**src/pkg/selfid_fmt_pkg.sv**
```systemverilog
// Constants and types shared by the self-ID receive formatter.
package selfid_fmt_pkg;

	// ----------------------------------------------------------------
	// Register map (byte offsets on the register bus)
	// ----------------------------------------------------------------
	localparam logic [7:0] CTRL_OFS = 8'h00;
	localparam logic [7:0] STATUS_OFS = 8'h04;
	localparam logic [7:0] TOKEN_OFS = 8'h08;

	// Control register fields and reset values.
	localparam int CTRL_RX_EN_BIT = 0;
	localparam int CTRL_STORE_INV_BIT = 1;
	localparam logic CTRL_RX_EN_RST = 1'h0;
	localparam logic CTRL_STORE_INV_RST = 1'h0;

	// Status register fields.
	localparam int STATUS_DONE_BIT = 0;
	localparam int STATUS_FAULT_LSB = 4;
	localparam int STATUS_COUNT_LSB = 16;

	// ----------------------------------------------------------------
	// Token field values
	// ----------------------------------------------------------------
	localparam logic [2:0] FAULT_NONE = 3'h0;
	localparam logic [2:0] FAULT_NOT_INVERSE = 3'h7;
	localparam logic [1:0] SPEED_100 = 2'h0;
	localparam logic [1:0] SPEED_200 = 2'h1;
	localparam logic [1:0] SPEED_400 = 2'h2;
	localparam logic [3:0] PAD_NONE = 4'h0;
	localparam int COUNT_W = 14;

	// Packet control token, most significant field first.
	typedef struct packed {
		logic [1:0] rsvd_hi;
		logic [COUNT_W-1:0] token_quadlet_count;
		logic selfid_flag;
		logic phy_packet_flag;
		logic rsvd_mid;
		logic [2:0] selfid_fault_field;
		logic [3:0] fill_byte_count;
		logic [1:0] speed_code;
		logic [3:0] rsvd_lo;
	} token_type;

	localparam logic [31:0] TOKEN_RST = 32'h0000_0000;

	// One write into the data buffer: location and word.
	typedef struct packed {
		logic [7:0] addr;
		logic [31:0] data;
	} buf_entry_type;

	// First buffer location after a bus reset holds the token.
	localparam logic [7:0] TOKEN_ADDR = 8'h00;
	localparam logic [7:0] FIRST_DATA_ADDR = 8'h01;

endpackage : selfid_fmt_pkg

```
**src/rtl/selfid_receive_formatter.sv**
```systemverilog
// Self-ID receive formatter: stores self-ID quadlets behind a packet control token.
`timescale 1ns/1ns

// Behaviour
// - Store-inverse off: store only each data quadlet plus token; drop inverses.
// - Every stored self-ID group carries a packet control token, in both modes.
// - Token quadlet count equals number of stored quadlets.
// - Token self-ID flag is 1 when token accompanies self-ID data.
// - Token PHY-packet flag is 1 when token accompanies a PHY packet.
// - Token holds three-bit fault code, same encoding as link control fault field.
// - Token fill-byte count reports padding bytes appended.
// - Speed field 00/01/10 for 100/200/400 Mbps; 11 never produced.
// - Store-inverse on: each self-ID quadlet directly followed by its inverse.
// - After bus reset the token occupies the first buffer location.
// - Receive enable 0 at the bus reset means no self-ID packet is stored in that period.
// - Fault 111 when quadlet is not inverse of previous; 000 means none.
// - Set a done flag when the self-ID period has completed.
module selfid_receive_formatter #(
	parameter int ADDR_W = 8
) (
	// Clock and reset
	input wire logic CLK,
	input wire logic NRST,
	// Classic Wishbone slave
	input wire logic WB_CYC_I,
	input wire logic WB_STB_I,
	input wire logic WB_WE_I,
	input wire logic [7:0] WB_ADR_I,
	input wire logic [3:0] WB_SEL_I,
	input wire logic [31:0] WB_DAT_I,
	output logic [31:0] WB_DAT_O,
	output logic WB_ACK_O,
	// Quadlet stream from the link receiver, same clock
	input wire logic BUS_RESET,
	input wire logic PERIOD_END,
	input wire logic PHY_PKT_MODE,
	input wire logic QUAD_VALID,
	input wire logic [31:0] QUAD_DATA,
	input wire logic [1:0] QUAD_SPEED,
	output logic QUAD_READY,
	// Write port into the selected data buffer
	output logic BUF_VALID,
	output logic [ADDR_W-1:0] BUF_ADDR,
	output logic [31:0] BUF_DATA,
	input wire logic BUF_READY
);

	// ----------------------------------------------------------------
	// Declarations
	// ----------------------------------------------------------------
	typedef enum logic [1:0] {
		IDLE,
		DATA_Q,
		INV_Q,
		TOKEN_Q
	} state_type;

	// Increments sized to their registers, so no sum is wider than its target.
	localparam logic [ADDR_W-1:0] ADDR_STEP = ADDR_W'(1);
	localparam logic [selfid_fmt_pkg::COUNT_W-1:0] COUNT_STEP = {{(selfid_fmt_pkg::COUNT_W-1){1'b0}}, 1'b1};

	state_type state_q;
	logic rx_en_q;
	logic store_inv_q;
	logic done_q;
	logic [2:0] fault_q;
	logic [1:0] speed_q;
	logic phy_pkt_q;
	logic [selfid_fmt_pkg::COUNT_W-1:0] count_q;
	logic [ADDR_W-1:0] wr_addr_q;
	logic [31:0] prev_q;
	logic [31:0] last_token_q;
	logic ack_q;
	logic [31:0] rdata_q;
	logic out_valid_q;
	selfid_fmt_pkg::buf_entry_type out_q;
	logic spare_valid_q;
	selfid_fmt_pkg::buf_entry_type spare_q;

	logic bus_write;
	logic bus_access;
	logic quad_take;
	logic store_quad;
	logic push;
	logic pop;
	logic inv_mismatch;
	logic [1:0] speed_ok;
	selfid_fmt_pkg::buf_entry_type push_entry;
	logic ctrl_write;
	logic done_clear;
	selfid_fmt_pkg::token_type token;

	// Replaces the undefined speed code so that 11 never reaches the token.
	function automatic logic [1:0] legal_speed(input logic [1:0] code);
		legal_speed = (code == 2'h3) ? selfid_fmt_pkg::SPEED_100 : code;
	endfunction : legal_speed

	// Decodes a write that reaches byte lane 0 of one register; both writable registers use it.
	function automatic logic lane0_hit(input logic [7:0] adr, input logic [3:0] sel, input logic [7:0] ofs);
		lane0_hit = sel[0] && adr == ofs;
	endfunction : lane0_hit

	// ----------------------------------------------------------------
	// Register bus
	// ----------------------------------------------------------------
	// The answer comes one cycle after the request; a write takes effect
	// on the edge that the master sees ack high.
	assign bus_access = WB_CYC_I && WB_STB_I;
	assign bus_write = bus_access && WB_WE_I && ack_q;
	assign ctrl_write = bus_write && lane0_hit(WB_ADR_I, WB_SEL_I, selfid_fmt_pkg::CTRL_OFS);
	assign done_clear = bus_write && lane0_hit(WB_ADR_I, WB_SEL_I, selfid_fmt_pkg::STATUS_OFS)
		&& WB_DAT_I[selfid_fmt_pkg::STATUS_DONE_BIT];

	always_ff @(posedge CLK) begin
		if (!NRST) begin
			ack_q <= 1'b0;
		end else begin
			ack_q <= bus_access && !ack_q;
		end
	end

	always_ff @(posedge CLK) begin
		if (!NRST) begin
			rdata_q <= 32'h0000_0000;
		end else if (bus_access && !ack_q) begin
			unique case (WB_ADR_I)
				selfid_fmt_pkg::CTRL_OFS: begin
					rdata_q <= 32'h0000_0000;
					rdata_q[selfid_fmt_pkg::CTRL_RX_EN_BIT] <= rx_en_q;
					rdata_q[selfid_fmt_pkg::CTRL_STORE_INV_BIT] <= store_inv_q;
				end
				selfid_fmt_pkg::STATUS_OFS: begin
					rdata_q <= 32'h0000_0000;
					rdata_q[selfid_fmt_pkg::STATUS_DONE_BIT] <= done_q;
					rdata_q[selfid_fmt_pkg::STATUS_FAULT_LSB +: 3] <= fault_q;
					rdata_q[selfid_fmt_pkg::STATUS_COUNT_LSB +: selfid_fmt_pkg::COUNT_W] <= count_q;
				end
				selfid_fmt_pkg::TOKEN_OFS: begin
					rdata_q <= last_token_q;
				end
				default: begin
					rdata_q <= 32'h0000_0000;
				end
			endcase
		end
	end

	// Control bits live in byte lane 0.
	always_ff @(posedge CLK) begin
		if (!NRST) begin
			rx_en_q <= selfid_fmt_pkg::CTRL_RX_EN_RST;
			store_inv_q <= selfid_fmt_pkg::CTRL_STORE_INV_RST;
		end else if (ctrl_write) begin
			rx_en_q <= WB_DAT_I[selfid_fmt_pkg::CTRL_RX_EN_BIT];
			store_inv_q <= WB_DAT_I[selfid_fmt_pkg::CTRL_STORE_INV_BIT];
		end
	end

	// ----------------------------------------------------------------
	// Quadlet intake
	// ----------------------------------------------------------------
	// A quadlet that arrives with a bus reset belongs to no period and is dropped.
	assign quad_take = QUAD_VALID && QUAD_READY && !BUS_RESET && (state_q == DATA_Q || state_q == INV_Q);
	// Inverse quadlets are checked in both modes but stored only in full mode.
	assign store_quad = quad_take && (state_q == DATA_Q || store_inv_q);
	assign inv_mismatch = quad_take && state_q == INV_Q && QUAD_DATA != ~prev_q;
	assign speed_ok = legal_speed(QUAD_SPEED);

	// ----------------------------------------------------------------
	// Token assembly
	// ----------------------------------------------------------------
	// The token goes out last but to location zero, so its count is already final.
	always_comb begin
		token = '0;
		token.token_quadlet_count = count_q;
		token.selfid_flag = !phy_pkt_q;
		token.phy_packet_flag = phy_pkt_q;
		token.selfid_fault_field = fault_q;
		token.fill_byte_count = selfid_fmt_pkg::PAD_NONE;
		token.speed_code = speed_q;
	end

	always_comb begin
		push = 1'b0;
		push_entry = '0;
		if (store_quad) begin
			push = 1'b1;
			push_entry.addr = 8'(wr_addr_q);
			push_entry.data = QUAD_DATA;
		end else if (state_q == TOKEN_Q && !spare_valid_q) begin
			push = 1'b1;
			push_entry.addr = selfid_fmt_pkg::TOKEN_ADDR;
			push_entry.data = token;
		end
	end

	// ----------------------------------------------------------------
	// Sequence control
	// ----------------------------------------------------------------
	// IDLE covers a disabled receiver and a finished period; only a bus reset leaves it.
	always_ff @(posedge CLK) begin
		if (!NRST) begin
			state_q <= IDLE;
		end else if (BUS_RESET) begin
			state_q <= rx_en_q ? DATA_Q : IDLE;
		end else begin
			unique case (state_q)
				IDLE: begin
					state_q <= IDLE;
				end
				DATA_Q: begin
					if (PERIOD_END) begin
						state_q <= TOKEN_Q;
					end else if (quad_take) begin
						state_q <= INV_Q;
					end
				end
				INV_Q: begin
					if (PERIOD_END) begin
						state_q <= TOKEN_Q;
					end else if (quad_take) begin
						state_q <= DATA_Q;
					end
				end
				TOKEN_Q: begin
					if (push) begin
						state_q <= IDLE;
					end
				end
			endcase
		end
	end

	// Consecutive locations after the token, in arrival order.
	always_ff @(posedge CLK) begin
		if (!NRST || BUS_RESET) begin
			wr_addr_q <= ADDR_W'(selfid_fmt_pkg::FIRST_DATA_ADDR);
			count_q <= '0;
		end else if (store_quad) begin
			wr_addr_q <= wr_addr_q + ADDR_STEP;
			count_q <= count_q + COUNT_STEP;
		end
	end

	// Holds the last data quadlet for the inverse check that follows it.
	always_ff @(posedge CLK) begin
		if (!NRST) begin
			prev_q <= 32'h0000_0000;
		end else if (quad_take && state_q == DATA_Q) begin
			prev_q <= QUAD_DATA;
		end
	end

	// The first fault seen in a period is kept.
	always_ff @(posedge CLK) begin
		if (!NRST || BUS_RESET) begin
			fault_q <= selfid_fmt_pkg::FAULT_NONE;
		end else if (inv_mismatch && fault_q == selfid_fmt_pkg::FAULT_NONE) begin
			fault_q <= selfid_fmt_pkg::FAULT_NOT_INVERSE;
		end
	end

	always_ff @(posedge CLK) begin
		if (!NRST) begin
			speed_q <= selfid_fmt_pkg::SPEED_100;
			phy_pkt_q <= 1'b0;
		end else if (BUS_RESET) begin
			speed_q <= selfid_fmt_pkg::SPEED_100;
			phy_pkt_q <= PHY_PKT_MODE;
		end else if (quad_take) begin
			speed_q <= speed_ok;
		end
	end

	// Done is set by the token write; set wins over a software clear.
	always_ff @(posedge CLK) begin
		if (!NRST || BUS_RESET) begin
			done_q <= 1'b0;
		end else if (state_q == TOKEN_Q && push) begin
			done_q <= 1'b1;
		end else if (done_clear) begin
			done_q <= 1'b0;
		end
	end

	always_ff @(posedge CLK) begin
		if (!NRST) begin
			last_token_q <= selfid_fmt_pkg::TOKEN_RST;
		end else if (state_q == TOKEN_Q && push) begin
			last_token_q <= token;
		end
	end

	// ----------------------------------------------------------------
	// Two-entry output buffer
	// ----------------------------------------------------------------
	// A stalled buffer port fills the spare entry, which drops QUAD_READY,
	// so the receiver is held off instead of losing a quadlet.
	assign pop = out_valid_q && BUF_READY;

	always_ff @(posedge CLK) begin
		if (!NRST) begin
			out_valid_q <= 1'b0;
			out_q <= '0;
			spare_valid_q <= 1'b0;
			spare_q <= '0;
		end else if (!out_valid_q || pop) begin
			if (spare_valid_q) begin
				out_valid_q <= 1'b1;
				out_q <= spare_q;
				spare_valid_q <= push;
				spare_q <= push_entry;
			end else begin
				out_valid_q <= push;
				out_q <= push_entry;
			end
		end else if (push) begin
			spare_valid_q <= 1'b1;
			spare_q <= push_entry;
		end
	end

	// Ready is registered but looks ahead: it drops on the same edge that fills the spare entry.
	always_ff @(posedge CLK) begin
		if (!NRST) begin
			QUAD_READY <= 1'b1;
		end else begin
			QUAD_READY <= !(spare_valid_q || (out_valid_q && !BUF_READY && push));
		end
	end

	// ----------------------------------------------------------------
	// Outputs
	// ----------------------------------------------------------------
	// Every output is a register copy, so no port carries combinational logic.
	assign WB_ACK_O = ack_q;
	assign WB_DAT_O = rdata_q;
	assign BUF_VALID = out_valid_q;
	assign BUF_ADDR = ADDR_W'(out_q.addr);
	assign BUF_DATA = out_q.data;

endmodule : selfid_receive_formatter

```
**config.mk**
```make
export PLATFORM = sky130hd
export DESIGN_NAME = selfid_receive_formatter
export DESIGN_NICKNAME = d
export VERILOG_FILES = /design/src/pkg/selfid_fmt_pkg.sv /design/src/rtl/selfid_receive_formatter.sv
export SDC_FILE = /design/constraint.sdc
export NUM_CORES = 1
export LEC_CHECK = 0
export ABC_AREA = 1
export BUFFER_PORTS_ARGS = -buffer_cell sky130_fd_sc_hd__buf_2
export CAP_MARGIN = 0
export CORE_MARGIN = 5
export CORE_UTILIZATION = 59
export CTS_CLUSTER_DIAMETER = 60
export DETAILED_ROUTE_END_ITERATION = 10
export PLACE_DENSITY = 0.84
export REMOVE_ABC_BUFFERS = 1
export SYNTH_ARGS = -nofsm -noshare
export SYNTH_HDL_FRONTEND = slang
export SYNTH_SLANG_ARGS = --single-unit
```
**constraint.sdc**
```tcl
create_clock -name CLK -period 4.5 [get_ports CLK]
set_input_delay 0.9 -clock CLK [delete_from_list [all_inputs] [get_ports CLK]]
set_output_delay 0.9 -clock CLK [all_outputs]
set_load 0.02 [all_outputs]
```
==> metrics.csv <==
metric;value;unit
clock root cell;sky130_fd_sc_hd__clkbuf_16;
ranking of synthesized cells by instance count;312 x sky130_fd_sc_hd__nand2_1, 188 x sky130_fd_sc_hd__dfxtp_1, 155 x sky130_fd_sc_hd__nor2_1, 121 x sky130_fd_sc_hd__a21oi_1, 113 x sky130_fd_sc_hd__inv_1;
logic gate share of total power;3.7;%
Longest Clk Path Bufs;2;
number of standard cells after synthesis;1234;
NetSw;754;uW
clock transition at the registers of the reported paths;70;ps
total setup buffers inserted after CTS;0;
final net count;1408;
Setup WS pre-CTS;1290;ps
total global routing track utilization;25.5;%
area added between synthesis and finish;13.4;%
final hold vios;0;
cells taking the most area after synthesis;sky130_fd_sc_hd__dfxtp_1 44%, sky130_fd_sc_hd__nand2_1 14%, sky130_fd_sc_hd__a21oi_1 7.1%, sky130_fd_sc_hd__nor2_1 6.8%, sky130_fd_sc_hd__o21ai_0 6.5%;
via count of the first global-routing pass;7326;
mean area per synthesized cell;6.91;um2
post-DR vias/cell;5.38;
Worst Path Max Fanout;50;
maximum VDD drop;0.240;mV
unique cell type count in the Yosys netlist;38;
H-tree level count;4;
required time of the critical path;4850;ps
cell breakdown of the critical path;inv_1, ha_1, nor2_2, nand2_4, inv_4, nand2_2, nand2_2, nand2_2, nand2_2, inv_2, o21ai_0, a21oi_1;
routability congestion estimate;0.858;
Die Y-Extent;130;um
post-synth top area share;44.2;%
number of rows in the core area;44;
worst hold path type;reg2reg;
post-layout total power;3320;uW
run status;completed;
most frequently used cell type in the post-synthesis netlist;sky130_fd_sc_hd__nand2_1;
area of the mapped netlist;8520;um2
RSZ-0062 raised after global routing;no;
Final Non-Filler Cells;1514;
number of clock buffers inserted by TritonCTS;17;
share of total power consumed by net switching;22.7;%
time the final worst path needs with I/O delays and setup;2930;ps
global route total overflow;0;
TritonCTS clock tree;yes;
proportion of register bits with asynchronous set or reset after synthesis;0;%
placed wire-length estimate after detailed placement;13.9;mm
number of enable-type register cells in the synthesized netlist;0;
initial antenna violation count;1;
fraction of final layout cells with drive strength greater than 1;14.4;%
endpoint kind of the worst setup timing path;flop;
standard cell core area;14400;um2
post-synthesis sequential area ratio;44.2;%
worst-margin pin slew;1020;ps
family of cells with the greatest summed delay on the critical path;simple AND/OR/NAND/NOR gates;
cell type contributing the most total cell area after synthesis;sky130_fd_sc_hd__dfxtp_1;
count of warnings emitted by yosys;0;
detailed-route DRC error count;0;
post-cts hold buffer count;0;
total instance count after detailed placement;1480;
CP max-delay cell;sky130_fd_sc_hd__inv_2;
#FFs+latches synth;188;
Detailed Routing Iterations Pass 1;5;
Skew-Pair Late Insertion Delay;440;ps
top flip-flop cell by instance count after synthesis;sky130_fd_sc_hd__dfxtp_1;
largest net degree at the start of global routing;84;
most common cell type on the critical path;sky130_fd_sc_hd__nand2_2;
Via Count;8147;
width of the die;130;um
number of setup violations in the final report;0;
PD cells;344;nW/um2
count of pins on the block boundary;163;
worst rel slew slack;32.0;%
first-pass GRT wire length;34.9;mm
Total Negative Setup Slacks;0;ps
P_leak;0.00423;uW
final setup margin;1570;ps
internal power component;2570;uW
starting density of the core;59.3;%
number of port buffers;121;
category of the most critical setup path;reg2reg;
wire length after detailed routing;21.5;mm
crit-path max cell delay;660;ps
arrival time of data at the critical path endpoint;3280;ps
die area;16900;um2
proportion of power drawn by the clock network;46.1;%
routed length per instance;14.2;um
number of instances resized during post-cts repair;0;
Setup Skew;11.2;ps
worst path buffer plus inverter count;3;
portion of the clock cycle consumed by the worst path in the final layout;65.1;%
sequential power share;50.1;%
Iteration-0 DRC Markers;592;
startpoint kind of the worst setup timing path;flop;
clock sink count;188;
number of max-capacitance violations reported;0;
remaining number of nets flagged by the antenna check after routing;0;
Max Clock Freq;0.341;GHz
final-report max-slew violation count;0;
==> logic make-up after synthesis <==
logic type,after synthesis,share of synthesized area [%]
AND/OR/NAND/NOR,566,27.3
AO/OA/AOI/OAI,276,17.3
buffers and inverters,194,10.1
flip-flops,188,44.2
adder cells (fa/ha/maj),5,0.734
XOR/XNOR,4,0.411
other,1,0.0440
==> layout by cell type (no fill, tap or decap), types with 3 or more instances in the layout <==
cell type | netlist | layout
sky130_fd_sc_hd__a21oi_1 | 121 | 121
sky130_fd_sc_hd__a31oi_1 | 28 | 28
sky130_fd_sc_hd__buf_2 | 11 | 121
sky130_fd_sc_hd__buf_4 | 10 | 10
sky130_fd_sc_hd__clkbuf_16 | 0 | 17
sky130_fd_sc_hd__clkbuf_8 | 0 | 3
sky130_fd_sc_hd__clkinvlp_4 | 0 | 4
sky130_fd_sc_hd__conb_1 | 1 | 8
sky130_fd_sc_hd__dfxtp_1 | 188 | 188
sky130_fd_sc_hd__ha_1 | 5 | 5
sky130_fd_sc_hd__inv_1 | 113 | 112
sky130_fd_sc_hd__inv_2 | 2 | 3
sky130_fd_sc_hd__inv_6 | 0 | 3
sky130_fd_sc_hd__nand2_1 | 312 | 312
sky130_fd_sc_hd__nand2_2 | 4 | 4
sky130_fd_sc_hd__nand3_1 | 68 | 68
sky130_fd_sc_hd__nand4_1 | 4 | 4
sky130_fd_sc_hd__nor2_1 | 155 | 153
sky130_fd_sc_hd__nor2_2 | 2 | 3
sky130_fd_sc_hd__nor3_1 | 11 | 11
sky130_fd_sc_hd__o21ai_0 | 111 | 111
sky130_fd_sc_hd__o21ai_1 | 3 | 3
sky130_fd_sc_hd__o21ai_2 | 8 | 8
sky130_fd_sc_hd__xor2_1 | 4 | 4
==> power by group through the flow <==
stage	logic, uW	clock network (uW)	registers [uW]
3_3_place_gp	120	0	1700
3_5_place_dp	123	0	1700
4_1_cts	124	1540	1670
2_1_floorplan	57.5	0	1710
6_report	125	1530	1670
5_1_grt	138	1620	1670
==> per-stage QoR <==
stage	hold slack, ps	cell area (um2)	util, %
floorplan	424	8140	-
global placement	437	9060	63.0
detailed placement	444	9060	63.0
CTS	454	9660	67.2
global route	471	9660	67.2
finish	451	9660	67.3
==> cell type report <==
type	count	area (um2)
Fill cell	1262	4700
Multi-Input combinational cell	859	3940
Sequential cell	188	3760
Timing Repair Buffer	131	681
Clock buffer	20	467
Inverter	118	445
Tap cell	184	230
Clock inverter	12	135
Antenna cell	2	5.00
==> layer usage <==
layer | vias up | GRT usage, % | routed length, um
met3 | 43 | 5.69 | 1520
met2 | 290 | 42.0 | 10300
met1 | 3705 | 32.8 | 9220
met5 | - | 0 | 0
met4 | 0 | 9.96 | 479
li1 | 4109 | - | -
==> path summary, 6_finish.rpt <==
| path | start | end | slack (ps) | cells after the start |
|---|---|---|---|---|
| max | state_q[0]$_SDFFE_PN0P_ | spare_q[37]$_SDFFE_PN0P_ | 1570 | 12 |
| min | spare_q[30]$_SDFFE_PN0P_ | spare_q[30]$_SDFFE_PN0P_ | 450 | 2 |
| max reg2reg | state_q[0]$_SDFFE_PN0P_ | spare_q[37]$_SDFFE_PN0P_ | 1570 | 12 |
| min reg2reg | spare_q[30]$_SDFFE_PN0P_ | spare_q[30]$_SDFFE_PN0P_ | 450 | 2 |
==> registers in the layout, summed over array words and instances, names as in the netlist, 2 cells and up <==
| name | flops |
|---|---|
| state_q | 2 |
| BUF_ADDR | 8 |
| spare_q | 40 |
| WB_DAT_O | 22 |
| prev_q | 32 |
| speed_q | 2 |
| count_q | 14 |
| BUF_DATA | 32 |
| last_token_q | 19 |
| wr_addr_q | 8 |
==> worst register-to-register path: cells and delay by family, from the launching register on <==
kind                     cells  cell delay (ps)
AO/OA/AOI/OAI                2              440
adder cells (fa/ha/maj)      1              280
buffers and inverters        3              850
flip-flops                   1              390
AND/OR/NAND/NOR              6              890
(Power assumes the default switching activity.)
